**src/inc/exerr_params.svh**
```systemverilog
// exerr_params.svh: offsets, field positions, reset values, vector numbers
// assumes: included by the testbench and design; definitions only
`ifndef EXERR_PARAMS_SVH
`define EXERR_PARAMS_SVH

// ====================================================================
// register byte offsets (AHB-Lite word aligned)
`define EXERR_CTRL_OFF 12'h000
`define EXERR_CPU_OFF 12'h004
`define EXERR_EVT_OFF 12'h008
`define EXERR_PFREQ_OFF 12'h00c
`define EXERR_SELREQ_OFF 12'h010
`define EXERR_RESULT_OFF 12'h014
`define EXERR_ECODE_OFF 12'h018
`define EXERR_RIP_OFF 12'h01c
`define EXERR_STAT_OFF 12'h020

// ====================================================================
// control register bit positions
`define EXERR_CTRL_AM 0
`define EXERR_CTRL_MCE 1
`define EXERR_CTRL_OSXF 2
`define EXERR_CTRL_NXE 3
`define EXERR_CTRL_PAE 4
`define EXERR_CTRL_PSE 5
`define EXERR_CTRL_LONG 6
`define EXERR_CTRL_RESET 32'h0000_0000

// cpu state register bit positions
`define EXERR_CPU_AC 0
`define EXERR_CPU_IF 1
`define EXERR_CPU_CPL_LO 2
`define EXERR_CPU_SAVED_POINTER_VALID 4
`define EXERR_CPU_RESET 32'h0000_0000

// ====================================================================
// vectors and figures
`define EXERR_VEC_UD 8'h06
`define EXERR_VEC_PF 8'h0e
`define EXERR_VEC_AC 8'h11
`define EXERR_VEC_MC 8'h12
`define EXERR_VEC_XF 8'h13
`define EXERR_VEC_USER_MIN 8'h20
`define EXERR_CPL_USER 2'h3

// selector error code fields
`define EXERR_SEL_EXT 0
`define EXERR_SEL_IDT 1
`define EXERR_SEL_TI 2
`define EXERR_SEL_IDX_LO 3

// page fault error code fields
`define EXERR_PF_P 0
`define EXERR_PF_RW 1
`define EXERR_PF_US 2
`define EXERR_PF_RSV 3
`define EXERR_PF_ID 4

`endif

```
**src/inc/exerr_pkg.sv**
```systemverilog
// exerr_pkg: types shared by the exception and error code logic
// assumes: exerr_params.svh holds the numeric constants
package exerr_pkg;

  // ====================================================================
  // data types checked for alignment
  typedef enum logic [3:0] {
    DT_BYTE = 4'h0,
    DT_WORD = 4'h1,
    DT_DWORD = 4'h2,
    DT_QWORD = 4'h3,
    DT_MEDIA128 = 4'h4,
    DT_MEDIA64 = 4'h5,
    DT_SELECTOR = 4'h6,
    DT_NEAR32 = 4'h7,
    DT_FAR32 = 4'h8,
    DT_FAR48 = 4'h9,
    DT_FP_SINGLE = 4'ha,
    DT_FP_DOUBLE = 4'hb,
    DT_FP_EXT = 4'hc
  } exerr_dtype_t;

  // event delivery machine
  typedef enum logic [1:0] {
    ST_IDLE = 2'b00,
    ST_TSW_LOAD = 2'b01,
    ST_REPORT = 2'b10
  } exerr_state_t;

  // kind of outcome
  typedef enum logic [1:0] {
    KIND_NONE = 2'b00,
    KIND_FAULT = 2'b01,
    KIND_ABORT = 2'b10,
    KIND_INTR = 2'b11
  } exerr_kind_t;

  // one delivered event
  typedef struct packed {
    logic valid;
    exerr_kind_t kind;
    logic has_code;
    logic [7:0] vector;
  } exerr_result_t;

  // ahb address phase capture
  typedef struct packed {
    logic wr;
    logic rd;
    logic [11:0] addr;
  } exerr_ahb_req_t;

endpackage : exerr_pkg

```
**src/rtl/exerr_unit.sv**
```systemverilog
// exerr_unit: exception detection and error code builder for a processor
// assumes: one 100 MHz clock, AHB-Lite slave, pipeline strobes synchronous
//
// Summary of operation
// RL1: misalign fault only with both align enables set and privilege level 3
// RL2: after reset both align enables are clear, so misalign is off
// RL3: alignment boundary per data type: 2,4,8,16 bytes as tabulated
// RL4: misalign fault vector 17, fault type, error code zero, ip of instr
// RL5: hardware error abort vector 18 only if enabled, abort, no code
// RL6: saved pointer valid flag says whether saved ip names failing instr
// RL7: vector fp fault vector 19 needs status set, mask clear, os support
// RL8: unmasked vector fp with os support 0 takes bad opcode vector
// RL9: masked vector fp takes default response, no handler entry
// RL10: vector fp fault precise, no error code, ip of causing instr
// RL11: user vectors 32-255 from external request or software instruction
// RL12: software should keep vectors 0-31 for defined purposes
// RL13: external at boundary saves next ip; software saves ip after it
// RL14: irq enable gates external requests; software ones never masked
// RL15: task switch fault waits for state load, ip is new task start
// RL16: in long mode task switch exceptions cannot arise
// RL17: page fault format for page faults, selector format otherwise
// RL18: selector code: bit0 external, bit1 table, bit2 local, 15:3 index
// RL19: local select bit meaningful only when table flag is 0
// RL20: page code: bit0 protection, bit1 write, bit2 user access
// RL21: page code bit3 reserved bit, only with large page or wide ext
// RL22: page code bit4 fetch, only with no exec and wide ext
`timescale 1ns/1ps
`include "exerr_params.svh"

module exerr_unit #(
  parameter int ADDR_W = 12,
  parameter int IP_W = 32
) (
  // ahb-lite slave
  input wire logic hclk,
  input wire logic hresetn,
  input wire logic hsel,
  input wire logic [ADDR_W-1:0] haddr,
  input wire logic [1:0] htrans,
  input wire logic hwrite,
  input wire logic [2:0] hsize,
  input wire logic [31:0] hwdata,
  input wire logic hready,
  output logic [31:0] hrdata,
  output logic hreadyout,
  output logic hresp,
  // pipeline events
  input wire logic mem_ref,
  input wire logic [IP_W-1:0] mem_addr,
  input wire exerr_pkg::exerr_dtype_t mem_dtype,
  input wire logic [IP_W-1:0] cur_ip,
  input wire logic [IP_W-1:0] next_ip,
  input wire logic insn_boundary,
  input wire logic hw_error,
  input wire logic simd_exc,
  input wire logic [5:0] simd_status,
  input wire logic [5:0] simd_mask,
  input wire logic swi_valid,
  input wire logic [7:0] swi_vector,
  // external system interrupt logic
  input wire logic ext_irq,
  input wire logic [7:0] ext_vector,
  output logic ext_ack,
  // task switch engine
  input wire logic tsw_fault,
  input wire logic tsw_is_pf,
  input wire logic tsw_done,
  input wire logic [IP_W-1:0] tsw_new_ip,
  // handler entry
  output exerr_pkg::exerr_result_t entry,
  output logic [31:0] entry_code,
  output logic [IP_W-1:0] entry_ip,
  output logic default_resp
);

  initial begin
    if (ADDR_W < 6 || IP_W < 8 || IP_W > 32) begin
      $error("exerr_unit: unsupported parameter values");
    end
  end

  // ====================================================================
  // alignment boundary as low-address mask
  function automatic logic [3:0] align_mask(exerr_pkg::exerr_dtype_t t);
    case (t)
      exerr_pkg::DT_WORD, exerr_pkg::DT_SELECTOR,
      exerr_pkg::DT_FAR32: align_mask = 4'h1;
      exerr_pkg::DT_DWORD, exerr_pkg::DT_NEAR32, exerr_pkg::DT_FAR48,
      exerr_pkg::DT_FP_SINGLE: align_mask = 4'h3;
      exerr_pkg::DT_QWORD, exerr_pkg::DT_MEDIA64, exerr_pkg::DT_FP_DOUBLE,
      exerr_pkg::DT_FP_EXT: align_mask = 4'h7;
      exerr_pkg::DT_MEDIA128: align_mask = 4'hf;
      default: align_mask = 4'h0;
    endcase
  endfunction : align_mask

  // ====================================================================
  // registers
  logic [31:0] ctrl_q;
  logic [31:0] cpu_q;
  logic [31:0] pfreq_q;
  logic [31:0] selreq_q;
  logic [31:0] ecode_q;
  logic [31:0] stat_q;
  logic evt_pf_go;
  logic evt_sel_go;
  exerr_pkg::exerr_ahb_req_t req_q;
  exerr_pkg::exerr_state_t state_q;
  exerr_pkg::exerr_result_t res_d;
  logic [IP_W-1:0] ip_d;
  logic [31:0] code_d;
  logic tsw_is_pf_q;

  wire logic am = ctrl_q[`EXERR_CTRL_AM];
  wire logic mce = ctrl_q[`EXERR_CTRL_MCE];
  wire logic osxf = ctrl_q[`EXERR_CTRL_OSXF];
  wire logic nxe = ctrl_q[`EXERR_CTRL_NXE];
  wire logic pae = ctrl_q[`EXERR_CTRL_PAE];
  wire logic pse = ctrl_q[`EXERR_CTRL_PSE];
  wire logic long_mode = ctrl_q[`EXERR_CTRL_LONG];
  wire logic acf = cpu_q[`EXERR_CPU_AC];
  wire logic irq_en = cpu_q[`EXERR_CPU_IF];
  wire logic [1:0] current_privilege_level = cpu_q[`EXERR_CPU_CPL_LO +: 2];
  wire logic saved_pointer_valid = cpu_q[`EXERR_CPU_SAVED_POINTER_VALID];

  // ====================================================================
  // ahb address phase capture; zero wait states, always okay
  always_ff @(posedge hclk or negedge hresetn) begin
    if (!hresetn) begin
      req_q <= '0;
    end else if (hready) begin
      req_q.wr <= hsel && htrans[1] && hwrite;
      req_q.rd <= hsel && htrans[1] && !hwrite;
      req_q.addr <= {haddr[11:2], 2'b00};
    end
  end

  assign hreadyout = 1'b1;
  assign hresp = 1'b0;

  // control and cpu state writes; reset clears align enables [RL2]
  always_ff @(posedge hclk or negedge hresetn) begin
    if (!hresetn) begin
      ctrl_q <= `EXERR_CTRL_RESET; // [RL2]
      cpu_q <= `EXERR_CPU_RESET; // [RL2]
      pfreq_q <= '0;
      selreq_q <= '0;
    end else if (req_q.wr) begin
      case (req_q.addr)
        `EXERR_CTRL_OFF: ctrl_q <= {25'h0, hwdata[6:0]};
        `EXERR_CPU_OFF: cpu_q <= {27'h0, hwdata[4:0]};
        `EXERR_PFREQ_OFF: pfreq_q <= {27'h0, hwdata[4:0]};
        `EXERR_SELREQ_OFF: selreq_q <= {16'h0, hwdata[15:0]};
        default: ;
      endcase
    end
  end

  // writing the event register with bit0/bit1 builds a code
  assign evt_pf_go = req_q.wr && req_q.addr == `EXERR_EVT_OFF && hwdata[0];
  assign evt_sel_go = req_q.wr && req_q.addr == `EXERR_EVT_OFF
    && hwdata[1];

  // ====================================================================
  // read mux; unmapped reads return zero
  always_comb begin
    hrdata = 32'h0;
    if (req_q.rd) begin
      case (req_q.addr)
        `EXERR_CTRL_OFF: hrdata = ctrl_q;
        `EXERR_CPU_OFF: hrdata = cpu_q;
        `EXERR_PFREQ_OFF: hrdata = pfreq_q;
        `EXERR_SELREQ_OFF: hrdata = selreq_q;
        `EXERR_RESULT_OFF: hrdata = {20'h0, entry};
        `EXERR_ECODE_OFF: hrdata = ecode_q;
        `EXERR_RIP_OFF: hrdata = 32'(entry_ip);
        `EXERR_STAT_OFF: hrdata = stat_q;
        default: hrdata = 32'h0;
      endcase
    end
  end

  // ====================================================================
  // error code builders; pfreq bits: p,rw,us,rsv,fetch
  function automatic logic [31:0] pf_code(logic [4:0] r, logic ps,
                                          logic pa, logic nx);
    pf_code = 32'h0;
    pf_code[`EXERR_PF_P] = r[0]; // [RL20]
    pf_code[`EXERR_PF_RW] = r[1]; // [RL20]
    pf_code[`EXERR_PF_US] = r[2]; // [RL20]
    pf_code[`EXERR_PF_RSV] = r[3] && (ps || pa); // [RL21]
    pf_code[`EXERR_PF_ID] = r[4] && nx && pa; // [RL22]
  endfunction : pf_code

  // selreq bits: ext, idt, ti, index 15:3
  function automatic logic [31:0] sel_code(logic [15:0] r);
    sel_code = {16'h0, r[15:3], 3'b000}; // [RL18]
    sel_code[`EXERR_SEL_EXT] = r[0]; // [RL18]
    sel_code[`EXERR_SEL_IDT] = r[1]; // [RL18]
    sel_code[`EXERR_SEL_TI] = r[1] ? 1'b0 : r[2]; // [RL19]
  endfunction : sel_code

  // ====================================================================
  // event detection and priority among this block's sources
  wire logic misalign = mem_ref && am && acf && current_privilege_level == `EXERR_CPL_USER
    && |(mem_addr[3:0] & align_mask(mem_dtype)); // [RL1] [RL3]
  wire logic simd_unmasked = simd_exc && |(simd_status & ~simd_mask);
  wire logic simd_masked = simd_exc && !simd_unmasked;
  wire logic ext_take = ext_irq && irq_en && insn_boundary
    && ext_vector >= `EXERR_VEC_USER_MIN; // [RL11] [RL14]
  wire logic tsw_take = tsw_fault && !long_mode; // [RL16]

  always_comb begin
    res_d = '0;
    ip_d = cur_ip;
    code_d = 32'h0;
    if (hw_error && mce) begin
      res_d = '{1'b1, exerr_pkg::KIND_ABORT, 1'b0, `EXERR_VEC_MC}; // [RL5]
      ip_d = saved_pointer_valid ? cur_ip : '0; // [RL6]
    end else if (misalign) begin
      res_d = '{1'b1, exerr_pkg::KIND_FAULT, 1'b1, `EXERR_VEC_AC}; // [RL4]
    end else if (simd_unmasked) begin
      res_d = '{1'b1, exerr_pkg::KIND_FAULT, 1'b0,
                osxf ? `EXERR_VEC_XF : `EXERR_VEC_UD}; // [RL7] [RL8] [RL10]
    end else if (swi_valid) begin
      res_d = '{1'b1, exerr_pkg::KIND_INTR, 1'b0, swi_vector}; // [RL11]
      ip_d = next_ip; // [RL13]
    end else if (ext_take) begin
      res_d = '{1'b1, exerr_pkg::KIND_INTR, 1'b0, ext_vector}; // [RL14]
      ip_d = next_ip; // [RL13]
    end
  end

  // ====================================================================
  // delivery machine: task-switch faults wait for state load
  always_ff @(posedge hclk or negedge hresetn) begin
    if (!hresetn) begin
      state_q <= exerr_pkg::ST_IDLE;
      tsw_is_pf_q <= 1'b0;
    end else begin
      case (state_q)
        exerr_pkg::ST_IDLE: begin
          if (tsw_take) begin
            state_q <= exerr_pkg::ST_TSW_LOAD; // [RL15]
            tsw_is_pf_q <= tsw_is_pf;
          end
        end
        exerr_pkg::ST_TSW_LOAD: begin
          if (tsw_done) begin
            state_q <= exerr_pkg::ST_REPORT; // [RL15]
          end
        end
        exerr_pkg::ST_REPORT: state_q <= exerr_pkg::ST_IDLE;
        default: state_q <= exerr_pkg::ST_IDLE;
      endcase
    end
  end

  // handler entry outputs; one-cycle entry.valid pulse
  always_ff @(posedge hclk or negedge hresetn) begin
    if (!hresetn) begin
      entry <= '0;
      entry_ip <= '0;
      entry_code <= 32'h0;
      ext_ack <= 1'b0;
      default_resp <= 1'b0;
    end else if (state_q == exerr_pkg::ST_REPORT) begin
      entry <= '{1'b1, exerr_pkg::KIND_FAULT, 1'b1,
                 tsw_is_pf_q ? `EXERR_VEC_PF : 8'h0a}; // [RL15]
      entry_ip <= tsw_new_ip; // [RL15]
      entry_code <= tsw_is_pf_q ? pf_code(pfreq_q[4:0], pse, pae, nxe)
                                : sel_code(selreq_q[15:0]); // [RL17]
      ext_ack <= 1'b0;
      default_resp <= 1'b0;
    end else begin
      entry <= res_d;
      entry_ip <= ip_d;
      entry_code <= code_d; // zero for misalign [RL4]
      ext_ack <= ext_take && !(hw_error && mce) && !misalign
        && !simd_unmasked && !swi_valid;
      default_resp <= simd_masked; // [RL9]
    end
  end

  // software-built error code register and status copy of the delivery state
  always_ff @(posedge hclk or negedge hresetn) begin
    if (!hresetn) begin
      ecode_q <= 32'h0;
      stat_q <= 32'h0;
    end else begin
      if (evt_pf_go) begin
        ecode_q <= pf_code(pfreq_q[4:0], pse, pae, nxe); // [RL17]
      end else if (evt_sel_go) begin
        ecode_q <= sel_code(selreq_q[15:0]); // [RL17]
      end
      stat_q <= {30'h0, state_q};
    end
  end

  // ====================================================================
  // assertions
  AST_MISALIGN_CPL: assert property (@(posedge hclk) disable iff (!hresetn)
    (entry.valid && entry.vector == `EXERR_VEC_AC)
      |-> $past(current_privilege_level) == `EXERR_CPL_USER && $past(am) && $past(acf)) // [RL1]
    else $error("misalign below user level");
  AST_MISALIGN_CODE: assert property (@(posedge hclk) disable iff (!hresetn)
    (entry.valid && entry.vector == `EXERR_VEC_AC)
      |-> entry_code == 32'h0 && entry_ip == $past(cur_ip)) // [RL4]
    else $error("misalign code or ip wrong");
  AST_HWERR_EN: assert property (@(posedge hclk) disable iff (!hresetn)
    (entry.valid && entry.kind == exerr_pkg::KIND_ABORT) |-> $past(mce))
    // [RL5]
    else $error("abort while disabled");
  AST_SIMD_VEC: assert property (@(posedge hclk) disable iff (!hresetn)
    (simd_unmasked && !hw_error && !misalign && state_q
      == exerr_pkg::ST_IDLE) |=> entry.vector
      == ($past(osxf) ? `EXERR_VEC_XF : `EXERR_VEC_UD)) // [RL8]
    else $error("wrong simd vector");
  AST_SIMD_MASKED: assert property (@(posedge hclk) disable iff (!hresetn)
    (simd_masked && !hw_error && !misalign && !swi_valid && !ext_take
      && state_q == exerr_pkg::ST_IDLE) |=> !entry.valid && default_resp)
    // [RL9]
    else $error("masked simd entered handler");
  AST_EXT_MASK: assert property (@(posedge hclk) disable iff (!hresetn)
    ext_ack |-> $past(irq_en) && $past(insn_boundary)) // [RL14]
    else $error("external irq taken while masked");
  AST_SWI_IP: assert property (@(posedge hclk) disable iff (!hresetn)
    (swi_valid && !hw_error && !misalign && !simd_unmasked
      && state_q == exerr_pkg::ST_IDLE) |=> entry.valid
      && entry_ip == $past(next_ip)) // [RL13]
    else $error("software interrupt ip wrong");
  AST_TSW_LONG: assert property (@(posedge hclk) disable iff (!hresetn)
    (state_q == exerr_pkg::ST_IDLE && long_mode) |=> state_q
      == exerr_pkg::ST_IDLE) // [RL16]
    else $error("task switch fault in long mode");
  AST_TSW_IP: assert property (@(posedge hclk) disable iff (!hresetn)
    state_q == exerr_pkg::ST_REPORT |=> entry.valid
      && entry_ip == $past(tsw_new_ip)) // [RL15]
    else $error("task switch entry ip wrong");
  AST_TI_BIT: assert property (@(posedge hclk) disable iff (!hresetn)
    $rose(evt_sel_go) && selreq_q[1] |=> ecode_q[`EXERR_SEL_TI] == 1'b0)
    // [RL19]
    else $error("local select set with table flag");

endmodule : exerr_unit
```
**config.mk**
```make
export PLATFORM = sky130hd
export DESIGN_NAME = exerr_unit
export DESIGN_NICKNAME = d
export VERILOG_FILES = /design/src/inc/exerr_pkg.sv /design/src/rtl/exerr_unit.sv
export VERILOG_INCLUDE_DIRS = /design/src /design/src/inc
export SDC_FILE = /design/constraint.sdc
export NUM_CORES = 1
export LEC_CHECK = 0
export ABC_AREA = 1
export BUFFER_PORTS_ARGS = -buffer_cell sky130_fd_sc_hd__buf_2
export CORE_MARGIN = 2
export CORE_UTILIZATION = 53
export DETAILED_ROUTE_END_ITERATION = 10
export GPL_TIMING_DRIVEN = 0
export PLACE_DENSITY = 0.87
export SYNTH_ARGS = -nofsm -noshare
export SYNTH_HDL_FRONTEND = slang
export SYNTH_SLANG_ARGS = --single-unit
```
**constraint.sdc**
```tcl
create_clock -name hclk -period 4.9 [get_ports hclk]
set_clock_uncertainty 0.2 [all_clocks]
set_input_delay 0.98 -clock hclk [delete_from_list [all_inputs] [get_ports hclk]]
set_output_delay 0.98 -clock hclk [all_outputs]
set_load 0.02 [all_outputs]
```
# After elaboration in Yosys (flattened, before gate mapping)

Memory sizes are Yosys's and may differ from the RTL's.
Cells that the tools add are included.

Flip-flop bits (word level): 160
Latch bits: 0
Memory bits (writable): 0
ROM bits: 64
Output and inout bits: 112
Logic and storage cells: 106
Memories kept: 1

$add $sub $neg: 0
Multiply operators: 0
Div/mod/pow operators: 0
$lt $le $gt $ge: 1
Equality and inequality tests: 13
Shift-type cells: 0
Multiplexer cells: 27
Bitwise logic cells: 3
Reduce and logical (&&, ||, !) cells: 42

Memories:

| name             | words | width | rd ports | clocked after memory_dff | write ports | line             | RTL |
|---|---|---|---|---|---|---|---|
| (name not given) | 16    | 4     | 1        | 0                        | 0           | exerr_unit.sv:85 | `case (t)` |

Operators by type and width:

| kind                  | number |
|---|---|
| $mux W32              | 10 |
| $pmux W32 S8          | 1 |
| $mux W12              | 6 |
| $eq A10 B3 Y1 const B | 4 |
| $mux W16              | 2 |
| $logic_and A1 B1 Y1   | 24 |
| $eq A10 B2 Y1 const B | 2 |
| $logic_not A12 Y1     | 1 |
| $reduce_and A2 Y1     | 6 |
| $eq A10 B1 Y1 const B | 1 |
| $eq A10 B4 Y1 const B | 1 |
| $ge A8 B6 Y1 const B  | 1 |
| $and A6 B6 Y6         | 1 |
| $logic_not A1 Y1      | 6 |
| $not A6 Y6            | 1 |
| $reduce_or A6 Y1      | 1 |
| $mux W5               | 1 |
| $and A4 B4 Y4         | 1 |
| $eq A2 B2 Y1 const B  | 2 |
| $mux W2               | 2 |
| $ne A2 B2 Y1 const B  | 2 |
| $pmux W2 S2           | 1 |
| $reduce_or A4 Y1      | 1 |
| $mux W1               | 3 |
| other kinds (5)       | 5 |

# Depth between registers and ports, before layout

Gate-level depths: netlist of the first run.

Depth in word-level cells: 9
Depth in mapped cells: 15

# Least setup slack after synthesis of the first run

No wires, ideal clock.

Path type: reg-to-output
Start: register req_q[11] in the netlist's numbering
End: output hrdata[4]
Arrival time: 1.648 ns
Slack: 2.072 ns
Stages on the path, launching flop included: 9
Path buffers: 1
Path through: dfrtp_1 > nor2_4 > inv_1 > nor2_2 > nand2_1 > buf_2 > o22ai_1 > nor2_1 > a21oi_1

Word-level cells in the longest chain between the ends: 3

RTL lines:

| item                                  | line              | RTL |
|---|---|---|
| from (decl)                           | exerr_unit.sv:107 | `exerr_pkg::exerr_ahb_req_t req_q;` |
| $eq A10 B4 Y1 (tied with other cells) | exerr_unit.sv:169 | `case (req_q.addr)` |
| $pmux W32 S8 *                        | exerr_unit.sv:169 |  |
| $mux W32 *                            | exerr_unit.sv:168 | `if (req_q.rd) begin` |
| to (decl)                             | exerr_unit.sv:44  | `output logic [31:0] hrdata,` |

Mark *: on every way between the ends. The rest lies on a longest branch, timed or not.

# Worst setup path in the final report of the first run

Start: register req_q[11] in the netlist's numbering
End: output hrdata[3]

The elaborated chain is that of the path after synthesis.

==> results of run 1 <==
state kept, by name, summed over array words and instances, names as in the netlist, 5 cells and up:
name	cells
entry	12
entry_code	16
cpu_q	5
pfreq_q	5
selreq_q	16
entry_ip	32
ecode_q	16
ctrl_q	7
req_q	12
per-stage QoR:
step	cells	instance area (um^2)	hold slack, ps	setup WS [ps]
finish	1735	10500	210	1240
global route	1735	10500	215	1140
CTS	1735	10500	203	1300
detailed placement	1703	9890	191	1770
global placement	1702	9860	163	1060
floorplan	1250	8300	154	2070
path summary, 6_finish.rpt:
| check | startpoint | end | slack (ps) |
|---|---|---|---|
| setup / recovery | req_q[11]$_DFFE_PN0P_ | hrdata[3] | 1240 |
| setup reg to reg | state_q[1]$_DFFE_PN0P_ | entry_ip[15]$_DFF_PN0_ | 2420 |
| hold reg to reg | state_q[1]$_DFFE_PN0P_ | stat_q[1]$_DFF_PN0_ | 210 |
| max in group asynchronous | hresetn | entry_ip[24]$_DFF_PN0_ | 3480 |
| hold / removal | state_q[1]$_DFFE_PN0P_ | stat_q[1]$_DFF_PN0_ | 210 |
| min in group asynchronous | hresetn | req_q[7]$_DFFE_PN0P_ | 290 |
layout by cell type (no fill, tap or decap), types with 4 or more instances in the layout:
cell type and n:
sky130_fd_sc_hd__a21oi_1 61, sky130_fd_sc_hd__a31oi_1 34, sky130_fd_sc_hd__a41oi_1 4, sky130_fd_sc_hd__buf_1 5, sky130_fd_sc_hd__buf_2 281, sky130_fd_sc_hd__buf_4 26, sky130_fd_sc_hd__buf_6 8, sky130_fd_sc_hd__clkbuf_1 38
sky130_fd_sc_hd__clkbuf_16 17, sky130_fd_sc_hd__clkbuf_8 4, sky130_fd_sc_hd__conb_1 18, sky130_fd_sc_hd__dfrtp_1 128, sky130_fd_sc_hd__inv_1 93, sky130_fd_sc_hd__inv_2 4, sky130_fd_sc_hd__nand2_1 469, sky130_fd_sc_hd__nand2_2 6
sky130_fd_sc_hd__nand3_1 115, sky130_fd_sc_hd__nand3_2 4, sky130_fd_sc_hd__nand4_1 8, sky130_fd_sc_hd__nor2_1 95, sky130_fd_sc_hd__nor3_1 17, sky130_fd_sc_hd__o211ai_1 4, sky130_fd_sc_hd__o21ai_0 50, sky130_fd_sc_hd__o21ai_1 10
sky130_fd_sc_hd__o21ai_2 8, sky130_fd_sc_hd__o22ai_1 4
where the power goes:
part | internal [mW] | leakage [nW] | switching, mW
clock | 0.852 | 0.303 | 0.461
combinational | 0.225 | 4.20 | 0.437
sequential | 1.12 | 1.54 | 0.0540
total | 2.20 | 6.04 | 0.952
cells by family (layout without fill, tap and decap cells):
| family | count (synthesis) | after routing | synth area share, % |
|---|---|---|---|
| other | 2 | 18 | 0.0911 |
| multiplexers | 3 | 3 | 0.410 |
| AND/OR/NAND/NOR | 723 | 723 | 36.5 |
| AO/OA/AOI/OAI | 188 | 188 | 13.3 |
| buffers and inverters | 190 | 487 | 10.8 |
| flip-flops | 128 | 128 | 38.9 |
routing by layer:
layer	GRT usage (%)	part of all wire, %	vias to the layer above
met4	13.4	3.1	2
met2	55.6	47	642
met3	6.20	11	81
met5	0	0.066	-
li1	-	-	4545
met1	46.3	39	4371
cell type report:
| class | count | area, um^2 |
|---|---|---|
| repair buffers | 265 | 1360 |
| inverters | 98 | 368 |
| well taps | 188 | 235 |
| clock buffers | 23 | 488 |
| plain buffers | 92 | 518 |
| fillers | 1306 | 4690 |
| clock inverters | 9 | 130 |
| multi-input cells | 932 | 4210 |
| flip-flops and latches | 128 | 3200 |
==> reports/qor.tcl, run 1 <==
set qor(fin_crit_period_ps) 3660
set qor(detail_route.drc_violations) 0
set qor(critical_path_data_arrival_time_ps) 2480
set qor(design.final.nets) 1757
set qor(io_pins) 335
set qor(portBuffers) 264
set qor(netlist.top_cell.by_area) {sky130_fd_sc_hd__dfrtp_1}
set qor(grt_antenna_before_repair) 1
set qor(numCtsBuffers) 17
set qor(critical_path_required_ps) 3720
set qor(final_cycle_utilization_of_the_critical_path_pct) 74.6
set qor(ys_types) 39
set qor(synth_cells) 1234
set qor(timing_worst_setup_path_type) {register to output port}
set qor(postSynthAreaPerCell_um2) 6.68
set qor(timing.setup.tns_ps) 0
set qor(synth_top_area_share_pct) 38.9
set qor(largest_buffer_count_on_any_clock_path) 2
set qor(cp_top_family) {simple AND/OR/NAND/NOR gates}
set qor(run_status) {finished clean}
set qor(critical_path_peak_fanout) 10
set qor(ys_top_cells_by_area) {sky130_fd_sc_hd__dfrtp_1 39%, sky130_fd_sc_hd__nand2_1 21%, sky130_fd_sc_hd__nand3_1 7.0%, sky130_fd_sc_hd__nor2_1 4.3%, sky130_fd_sc_hd__inv_1 4.2%}
set qor(yosys_warnings) 0
set qor(p_total_mw) 3.15
set qor(dp_hpwl_mm) 22.4
set qor(postCtsSetupRepairBufs) 0
set qor(drt_wl_total_mm) 28.9
set qor(synth_seq_area_share_pct) 38.9
set qor(yosysMostFrequentCell) {sky130_fd_sc_hd__nand2_1}
set qor(finalSetupViolations) 0
set qor(worst_pin_slew_ps) 745
set qor(vias_per_cell) 5.56
set qor(timing_max_transition_violations_final) 0
set qor(chipHeight_um) 129
set qor(hold_buffers) 0
set qor(first_pass_iters) 7
set qor(synth-edff-count) 0
set qor(ir_worst_vdd_v) 0.000244
set qor(start_util_pct) 54.2
set qor(critical_path_buf_inv_count) 4
set qor(maximum_number_of_pins_on_one_net_before_global_route_repair) 82
set qor(drt-initial-drc-count) 850
set qor(die_w_um) 129
set qor(critical-path-slowest-cell) {sky130_fd_sc_hd__dfrtp_1}
set qor(drv.max_cap_violation_count) 0
set qor(power_leakage_nw) 6.04
set qor(area_delta_synth_final_pct) 27.5
set qor(worstHoldPathType) {register to register}
set qor(cts_repair_resize_count) 0
set qor(reg2regPathDepth) 7
set qor(rows) 45
set qor(first_pass_grt_wire_length_mm) 44.1
set qor(via_count_of_the_first_global_routing_pass) 8632
set qor(cts_htree_levels) 4
set qor(ys_async_sr_fraction_pct) 100
set qor(track_usage_pct) 34.4
set qor(route.antenna.remaining_nets) 0
set qor(cts_sinks) 128
set qor(path_depth) 11
set qor(vias) 9641
set qor(hold_path_depth) 0
set qor(clock-root-buffer) {sky130_fd_sc_hd__clkbuf_16}
set qor(timing.fmax_mhz) 273
set qor(ys_ff_latch) 128
set qor(post_route_cells_drive_above_1_share_pct) 24.6
set qor(clk_pin_slew_ps) 60
set qor(routabilityCongestion) 0.966
set qor(synth_top_cells_by_count) {469 x sky130_fd_sc_hd__nand2_1, 128 x sky130_fd_sc_hd__dfrtp_1, 115 x sky130_fd_sc_hd__nand3_1, 95 x sky130_fd_sc_hd__nor2_1, 93 x sky130_fd_sc_hd__inv_1}
set qor(power-per-cell-area_nw_per_um2) 300
set qor(antenna-diode-count) 0
set qor(ordered_list_of_cells_on_the_worst_path) {nor2_4, inv_1, nor2_2, nand2_1, inv_1, buf_4, nand2_1, nand2_1, a21oi_1, a21oi_1, buf_2}
set qor(worstSetupStartpointType) {register}
set qor(core_area_um2) 15200
set qor(synth-main-ff-cell) {sky130_fd_sc_hd__dfrtp_1}
set qor(insertion_delay_ps) 420
set qor(final_hold_viol_count) 0
set qor(rsz_0062_raised_after_global_routing) {false}
set qor(synth.cell_area_um2) 8240
set qor(cp-end-kind) {output port}
set qor(die_area_um2) 16600
set qor(timing.critical_path.mode_cell) {sky130_fd_sc_hd__nand2_1}
set qor(overall_overflow_remaining_after_global_route) 0
set qor(clock_tree_from_tritoncts) {done}
set qor(critical_path.max_stage_delay_ps) 410
set qor(wl_per_instance_um) 16.7
set qor(slew-limit-headroom_pct) 50.3
set qor(final_util_pct) 69.1
No activity file was read; power rests on OpenSTA's default activity.
==> run 2: changes to the inputs <==
--- a/config.mk
+++ b/config.mk
@@ -8,11 +8,12 @@
 export LEC_CHECK = 0
 export ABC_AREA = 1
 export BUFFER_PORTS_ARGS = -buffer_cell sky130_fd_sc_hd__buf_2
+export CORE_ASPECT_RATIO = 1.4
 export CORE_MARGIN = 2
-export CORE_UTILIZATION = 53
+export CORE_UTILIZATION = 45
 export DETAILED_ROUTE_END_ITERATION = 10
 export GPL_TIMING_DRIVEN = 0
-export PLACE_DENSITY = 0.87
+export PLACE_DENSITY = 0.78
 export SYNTH_ARGS = -nofsm -noshare
 export SYNTH_HDL_FRONTEND = slang
 export SYNTH_SLANG_ARGS = --single-unit
==> constraint.sdc (replaced) <==
create_clock -name hclk -period 3.16 [get_ports hclk]
set_clock_uncertainty 0.2 [all_clocks]
set_input_delay 0.632 -clock hclk [delete_from_list [all_inputs] [get_ports hclk]]
set_output_delay 0.632 -clock hclk [all_outputs]
set_load 0.02 [all_outputs]
==> reports/qor.tcl, run 2 (synthesis gave the netlist of run 1 again) <==
set qor(ir_worst_vdd_v) 0.000398
set qor(overall_overflow_remaining_after_global_route) 0
set qor(timing.fmax_mhz) 326
set qor(drt_wl_total_mm) 29.6
set qor(rsz_0062_raised_after_global_routing) {false}
set qor(clock_tree_from_tritoncts) {done}
set qor(holdPathEnd) {stat_q[1]$_DFF_PN0_}
set qor(r2r-start) {state_q[0]$_DFFE_PN0P_}
set qor(die_w_um) 118
set qor(timing.hold.ws_ps) 176
set qor(numCtsBuffers) 17
set qor(grt_antenna_before_repair) 0
set qor(run_status) {finished clean}
set qor(r2r_endpoint) {entry_code[3]$_DFF_PN0_}
set qor(critical_path.max_stage_delay_ps) 400
set qor(critical-path-slowest-cell) {sky130_fd_sc_hd__dfrtp_1}
set qor(vias) 9343
set qor(finalNonFillerCells) 1791
set qor(place_worst_setup_slack_ps) 328
set qor(final_cycle_utilization_of_the_critical_path_pct) 97.0
set qor(track_usage_pct) 30.1
set qor(area_delta_synth_final_pct) 28.5
set qor(portBuffers) 264
set qor(dpl_cell_area_um2) 9960
set qor(cts_htree_levels) 4
set qor(wl_per_instance_um) 16.5
set qor(drv.max_cap_violation_count) 0
set qor(post_route_cells_drive_above_1_share_pct) 25.2
set qor(routabilityCongestion) 0.973
set qor(multi_input_comb_area_um2) 4260
set qor(first_pass_iters) 6
set qor(final_hold_viol_count) 0
set qor(detail_route.drc_violations) 0
set qor(vias_per_cell) 5.22
set qor(cp_top_family) {buffers and inverters}
set qor(finalSetupViolations) 0
set qor(most_frequent_standard_cell_in_the_layout_excluding_fill_and_tap_cells) {sky130_fd_sc_hd__nand2_1}
set qor(worst_pin_slew_ps) 736
set qor(io_pins) 335
set qor(cp-end-kind) {output port}
set qor(clock-root-buffer) {sky130_fd_sc_hd__clkbuf_16}
set qor(dp.cells) 1755
set qor(clk_pin_slew_ps) 50
set qor(drt-initial-drc-count) 920
set qor(critical_path_buf_inv_count) 4
set qor(worstHoldPathType) {register to register}
set qor(dp_hpwl_mm) 23.4
set qor(most_frequent_cells_in_the_layout) {467 x sky130_fd_sc_hd__nand2_1, 276 x sky130_fd_sc_hd__buf_2, 128 x sky130_fd_sc_hd__dfrtp_1}
set qor(hold_path_depth) 0
set qor(power-per-cell-area_nw_per_um2) 439
set qor(timing.setup.tns_ps) 0
set qor(via_count_of_the_first_global_routing_pass) 8934
set qor(fin_area_um2) 10600
set qor(max_ffs_per_register) 32
set qor(hold_path.startpoint) {state_q[1]$_DFFE_PN0P_}
set qor(fin_crit_period_ps) 3060
set qor(r2r_slack_ps) 820
set qor(cts_sinks) 128
set qor(die_area_um2) 19400
set qor(chipHeight_um) 164
set qor(timing_max_transition_violations_final) 0
set qor(fill_cells) 1733
set qor(start_util_pct) 46.0
set qor(critical_path_required_ps) 2330
set qor(critical_path_peak_fanout) 10
set qor(reg2regPathDepth) 5
set qor(power_leakage_nw) 6.05
set qor(p_total_mw) 4.64
set qor(registers.top_by_ff_count) {entry_ip}
set qor(maximum_number_of_pins_on_one_net_before_global_route_repair) 97
set qor(final-seq-area_um2) 3200
set qor(slew-limit-headroom_pct) 51.0
set qor(first_pass_grt_wire_length_mm) 45.5
set qor(core_area_um2) 17900
set qor(final_util_pct) 59.1
set qor(ordered_list_of_cells_on_the_worst_path) {nor2_4, inv_1, nor2_4, inv_1, nor2_4, buf_6, a21oi_1, a31oi_2, buf_4}
set qor(timing_worst_setup_path_type) {register to output port}
set qor(rows) 58
set qor(timing.critical_path.mode_cell) {sky130_fd_sc_hd__nor2_4}
set qor(route.antenna.remaining_nets) 0
set qor(design.final.nets) 1762
set qor(final_critical_path_setup_slack_ps) 95.0
set qor(critical_path_data_arrival_time_ps) 2230
set qor(insertion_delay_ps) 420
set qor(worstSetupStartpointType) {register}
set qor(largest_buffer_count_on_any_clock_path) 2
run 2: area by class of cell:
type | instances | share of cell area (%)
multi-input combinational | 932 | 40.2
sequential | 128 | 30.2
timing repair buffer | 270 | 13.2
buffer | 92 | 4.97
clock buffer | 22 | 4.38
inverter | 98 | 3.47
tap | 240 | 2.84
clock inverter | 8 | 0.614
antenna | 1 | 0.0236
run 2: worst max path at each step:
stage | start | to | slack, ps | depth (start not counted)
2_1_floorplan | req_q[11]$_DFFE_PN0P_ | hrdata[4] | 680 | 8
3_3_place_gp | hresetn | entry_code[15]$_DFF_PN0_ | -370 | 1
3_5_place_dp | req_q[11]$_DFFE_PN0P_ | hrdata[3] | 330 | 9
4_1_cts | req_q[5]$_DFFE_PN0P_ | hrdata[5] | 2 | 9
5_1_grt | req_q[10]$_DFFE_PN0P_ | hrdata[5] | 6 | 9
6_report | req_q[10]$_DFFE_PN0P_ | hrdata[5] | 100 | 9
run 2: worst register-to-register path: cells and delay by family, from the launching register on:
kind / cells / cell delay, ps
AO/OA/AOI/OAI: 2 / 470
buffers and inverters: 2 / 830
flip-flops: 1 / 410
AND/OR/NAND/NOR: 1 / 330
run 2: report_power, final:
group	switching (mW)	internal [mW]	leakage [nW]
registers	0.0871	1.74	1.54
clock network	0.681	1.10	0.269
logic	0.679	0.356	4.24
run 2: layer usage:
metal	routed length, um	GRT usage (%)	up-vias
met5	0	0	-
met4	1430	15.6	0
met3	2160	5.80	100
met2	14600	52.2	486
met1	11400	35.3	4208
li1	-	-	4549
run 2: repair_timing:
action / 4_1_cts / 5_1_grt
setup buffers: 2 / 2
gates resized for setup: 3 / 17
pin swaps: 1 / 5
endpoints found under the setup margin: 15 / 23
endpoints found under the hold margin: 32 / 0
hold buffers: 1 / 0
==> run 3: changes to the inputs <==
--- a/config.mk
+++ b/config.mk
@@ -12,7 +12,6 @@
 export CORE_MARGIN = 2
 export CORE_UTILIZATION = 45
 export DETAILED_ROUTE_END_ITERATION = 10
-export GPL_TIMING_DRIVEN = 0
 export PLACE_DENSITY = 0.78
 export SYNTH_ARGS = -nofsm -noshare
 export SYNTH_HDL_FRONTEND = slang
==> reports/qor.tcl, run 3 (synthesis gave the netlist of run 1 again) <==
set qor(vias_per_cell) 5.38
set qor(wl_per_instance_um) 16.6
set qor(largest_buffer_count_on_any_clock_path) 2
set qor(final_hold_viol_count) 0
set qor(r2r-start) {cpu_q[1]$_DFFE_PN0P_}
set qor(overall_overflow_remaining_after_global_route) 0
set qor(most_frequent_standard_cell_in_the_layout_excluding_fill_and_tap_cells) {sky130_fd_sc_hd__nand2_1}
set qor(rows) 58
set qor(p_total_mw) 4.76
set qor(post_route_cells_drive_above_1_share_pct) 25.2
set qor(worst_pin_slew_ps) 643
set qor(maximum_number_of_pins_on_one_net_before_global_route_repair) 48
set qor(cts_htree_levels) 4
set qor(timing_max_transition_violations_final) 0
set qor(timing.fmax_mhz) 325
set qor(critical_path_required_ps) 2330
set qor(finalNonFillerCells) 1724
set qor(ir_worst_vdd_v) 0.000382
set qor(sequential_power_share_pct) 38.8
set qor(max_ffs_per_register) 32
set qor(start_util_pct) 46.0
set qor(net-switching-power_mw) 1.43
set qor(core_area_um2) 17900
set qor(finalSetupViolations) 0
set qor(registers.top_by_ff_count) {entry_ip}
set qor(critical_path.max_stage_delay_ps) 370
set qor(cts_sinks) 128
set qor(timing.setup.tns_ps) 0
set qor(critical_path_peak_fanout) 12
set qor(ordered_list_of_cells_on_the_worst_path) {inv_1, nand4_4, buf_4, nor2_1, nand2_1, clkinvlp_4, nand2_1, nand2_1, a21oi_1, a21oi_1, buf_2}
set qor(routabilityCongestion) 0.939
set qor(final_cycle_utilization_of_the_critical_path_pct) 97.3
set qor(insertion_delay_ps) 410
set qor(chipHeight_um) 164
set qor(dp_hpwl_mm) 20.7
set qor(rsz_0062_raised_after_global_routing) {true}
set qor(cp-end-kind) {output port}
set qor(switching_share_pct) 30.0
set qor(timing.critical_path.mode_cell) {sky130_fd_sc_hd__nand2_1}
set qor(clock_tree_from_tritoncts) {done}
set qor(final_critical_path_setup_slack_ps) 84.8
set qor(critical-path-slowest-cell) {sky130_fd_sc_hd__dfrtp_1}
set qor(detail_route.drc_violations) 0
set qor(route.antenna.remaining_nets) 0
set qor(io_pins) 335
set qor(clock_group_share_of_total_power_pct) 41.0
set qor(first_pass_iters) 7
set qor(most_frequent_cells_in_the_layout) {465 x sky130_fd_sc_hd__nand2_1, 259 x sky130_fd_sc_hd__buf_2, 128 x sky130_fd_sc_hd__dfrtp_1}
set qor(hold_buffers) 0
set qor(final_util_pct) 57.8
set qor(timing.hold.ws_ps) 37.3
set qor(critical_path_data_arrival_time_ps) 2240
set qor(die_w_um) 118
set qor(via_count_of_the_first_global_routing_pass) 8507
set qor(clock-root-buffer) {sky130_fd_sc_hd__clkbuf_16}
set qor(dp.cells) 1692
set qor(numCtsBuffers) 17
set qor(dpl_cell_area_um2) 9670
set qor(timing_worst_setup_path_type) {register to output port}
set qor(place_worst_setup_slack_ps) 399
set qor(cell_internal_pwr_mw) 3.34
set qor(drt_wl_total_mm) 28.6
set qor(combinationalPowerShare_pct) 20.2
set qor(clk_pin_slew_ps) 60
set qor(launching_element_of_the_worst_setup_path) {req_q[7]$_DFFE_PN0P_}
set qor(run_status) {finished clean}
set qor(die_area_um2) 19400
set qor(design.final.nets) 1694
set qor(fin_crit_period_ps) 3080
set qor(slew-limit-headroom_pct) 57.1
set qor(track_usage_pct) 29.1
set qor(area_delta_synth_final_pct) 25.7
set qor(worstHoldPathType) {input port to asynchronous set/reset pin}
set qor(power_leakage_nw) 5.88
set qor(postCtsSetupRepairBufs) 0
set qor(drt-initial-drc-count) 948
set qor(worstSetupStartpointType) {register}
set qor(power-per-cell-area_nw_per_um2) 460
set qor(vias) 9267
set qor(first_pass_grt_wire_length_mm) 44.6
set qor(portBuffers) 266
set qor(drv.max_cap_violation_count) 0
set qor(fin_area_um2) 10400
set qor(grt_antenna_before_repair) 2
==> run 3: cell types whose count changed in the layout (fill, tap and decap cells not counted), moves of 3 or more <==
| cell | change |
|---|---|
| sky130_fd_sc_hd__clkinv_2 | -4 |
| sky130_fd_sc_hd__buf_1 | -5 |
| sky130_fd_sc_hd__clkbuf_1 | -36 |
| sky130_fd_sc_hd__buf_6 | -9 |
| sky130_fd_sc_hd__nor2_2 | +3 |
| sky130_fd_sc_hd__clkbuf_8 | +4 |
| sky130_fd_sc_hd__buf_2 | -17 |
| sky130_fd_sc_hd__inv_1 | -3 |
| sky130_fd_sc_hd__buf_12 | +3 |
| sky130_fd_sc_hd__nor2_1 | -4 |
==> run 3: area by class of cell <==
| cell class | count | area [um^2] |
|---|---|---|
| Antenna cell | 1 | 2.50 |
| Clock buffer | 26 | 519 |
| Clock inverter | 5 | 75.1 |
| Fill cell | 1698 | 7570 |
| Inverter | 98 | 372 |
| Multi-Input combinational cell | 932 | 4290 |
| Sequential cell | 128 | 3200 |
| Tap cell | 240 | 300 |
| Timing Repair Buffer | 294 | 1600 |
==> run 3: worst paths after layout <==
| check | endpoint | slack [ps] | cells after the start |
|---|---|---|---|
| max in group asynchronous | entry_code[12]$_DFF_PN0_ | 2050 | 2 |
| hold / removal | cpu_q[3]$_DFFE_PN0P_ | 40 | 1 |
| hold reg to reg | stat_q[1]$_DFF_PN0_ | 170 | 0 |
| setup reg to reg | entry_ip[21]$_DFF_PN0_ | 750 | 13 |
| min in group hclk | stat_q[1]$_DFF_PN0_ | 170 | 0 |
| setup / recovery | hrdata[2] | 80 | 11 |
==> run 3: worst max-delay path: cells and delay by family (launching register included) <==
kind / cells / cell delay [ps]
simple gates: 5 / 520
buf+inv: 4 / 710
flops: 1 / 370
compound gates: 2 / 230
==> run 3: timing repair <==
| action | CTS | global route |
|---|---|---|
| gates resized for setup | 2 | 22 |
| pin swaps | 0 | 0 |
| endpoints found under the setup margin | 3 | 28 |
==> run 3: metal layers <==
metal	part of all wire (%)	GRT usage, %	up-vias
met5	0	0	-
met4	2.9	11.2	0
li1	-	-	4424
met3	9.3	4.83	59
met1	38	37.1	4218
met2	49	49.4	566
==> run 3: power groups by stage <==
stage	sequential [mW]	clock, mW	combinational, mW
floorplan	1.89	0	0.537
CTS	1.84	1.97	0.949
global placement	1.87	0	0.931
detailed placement	1.87	0	0.945
global route	1.85	2.05	1.07
finish	1.85	1.95	0.963
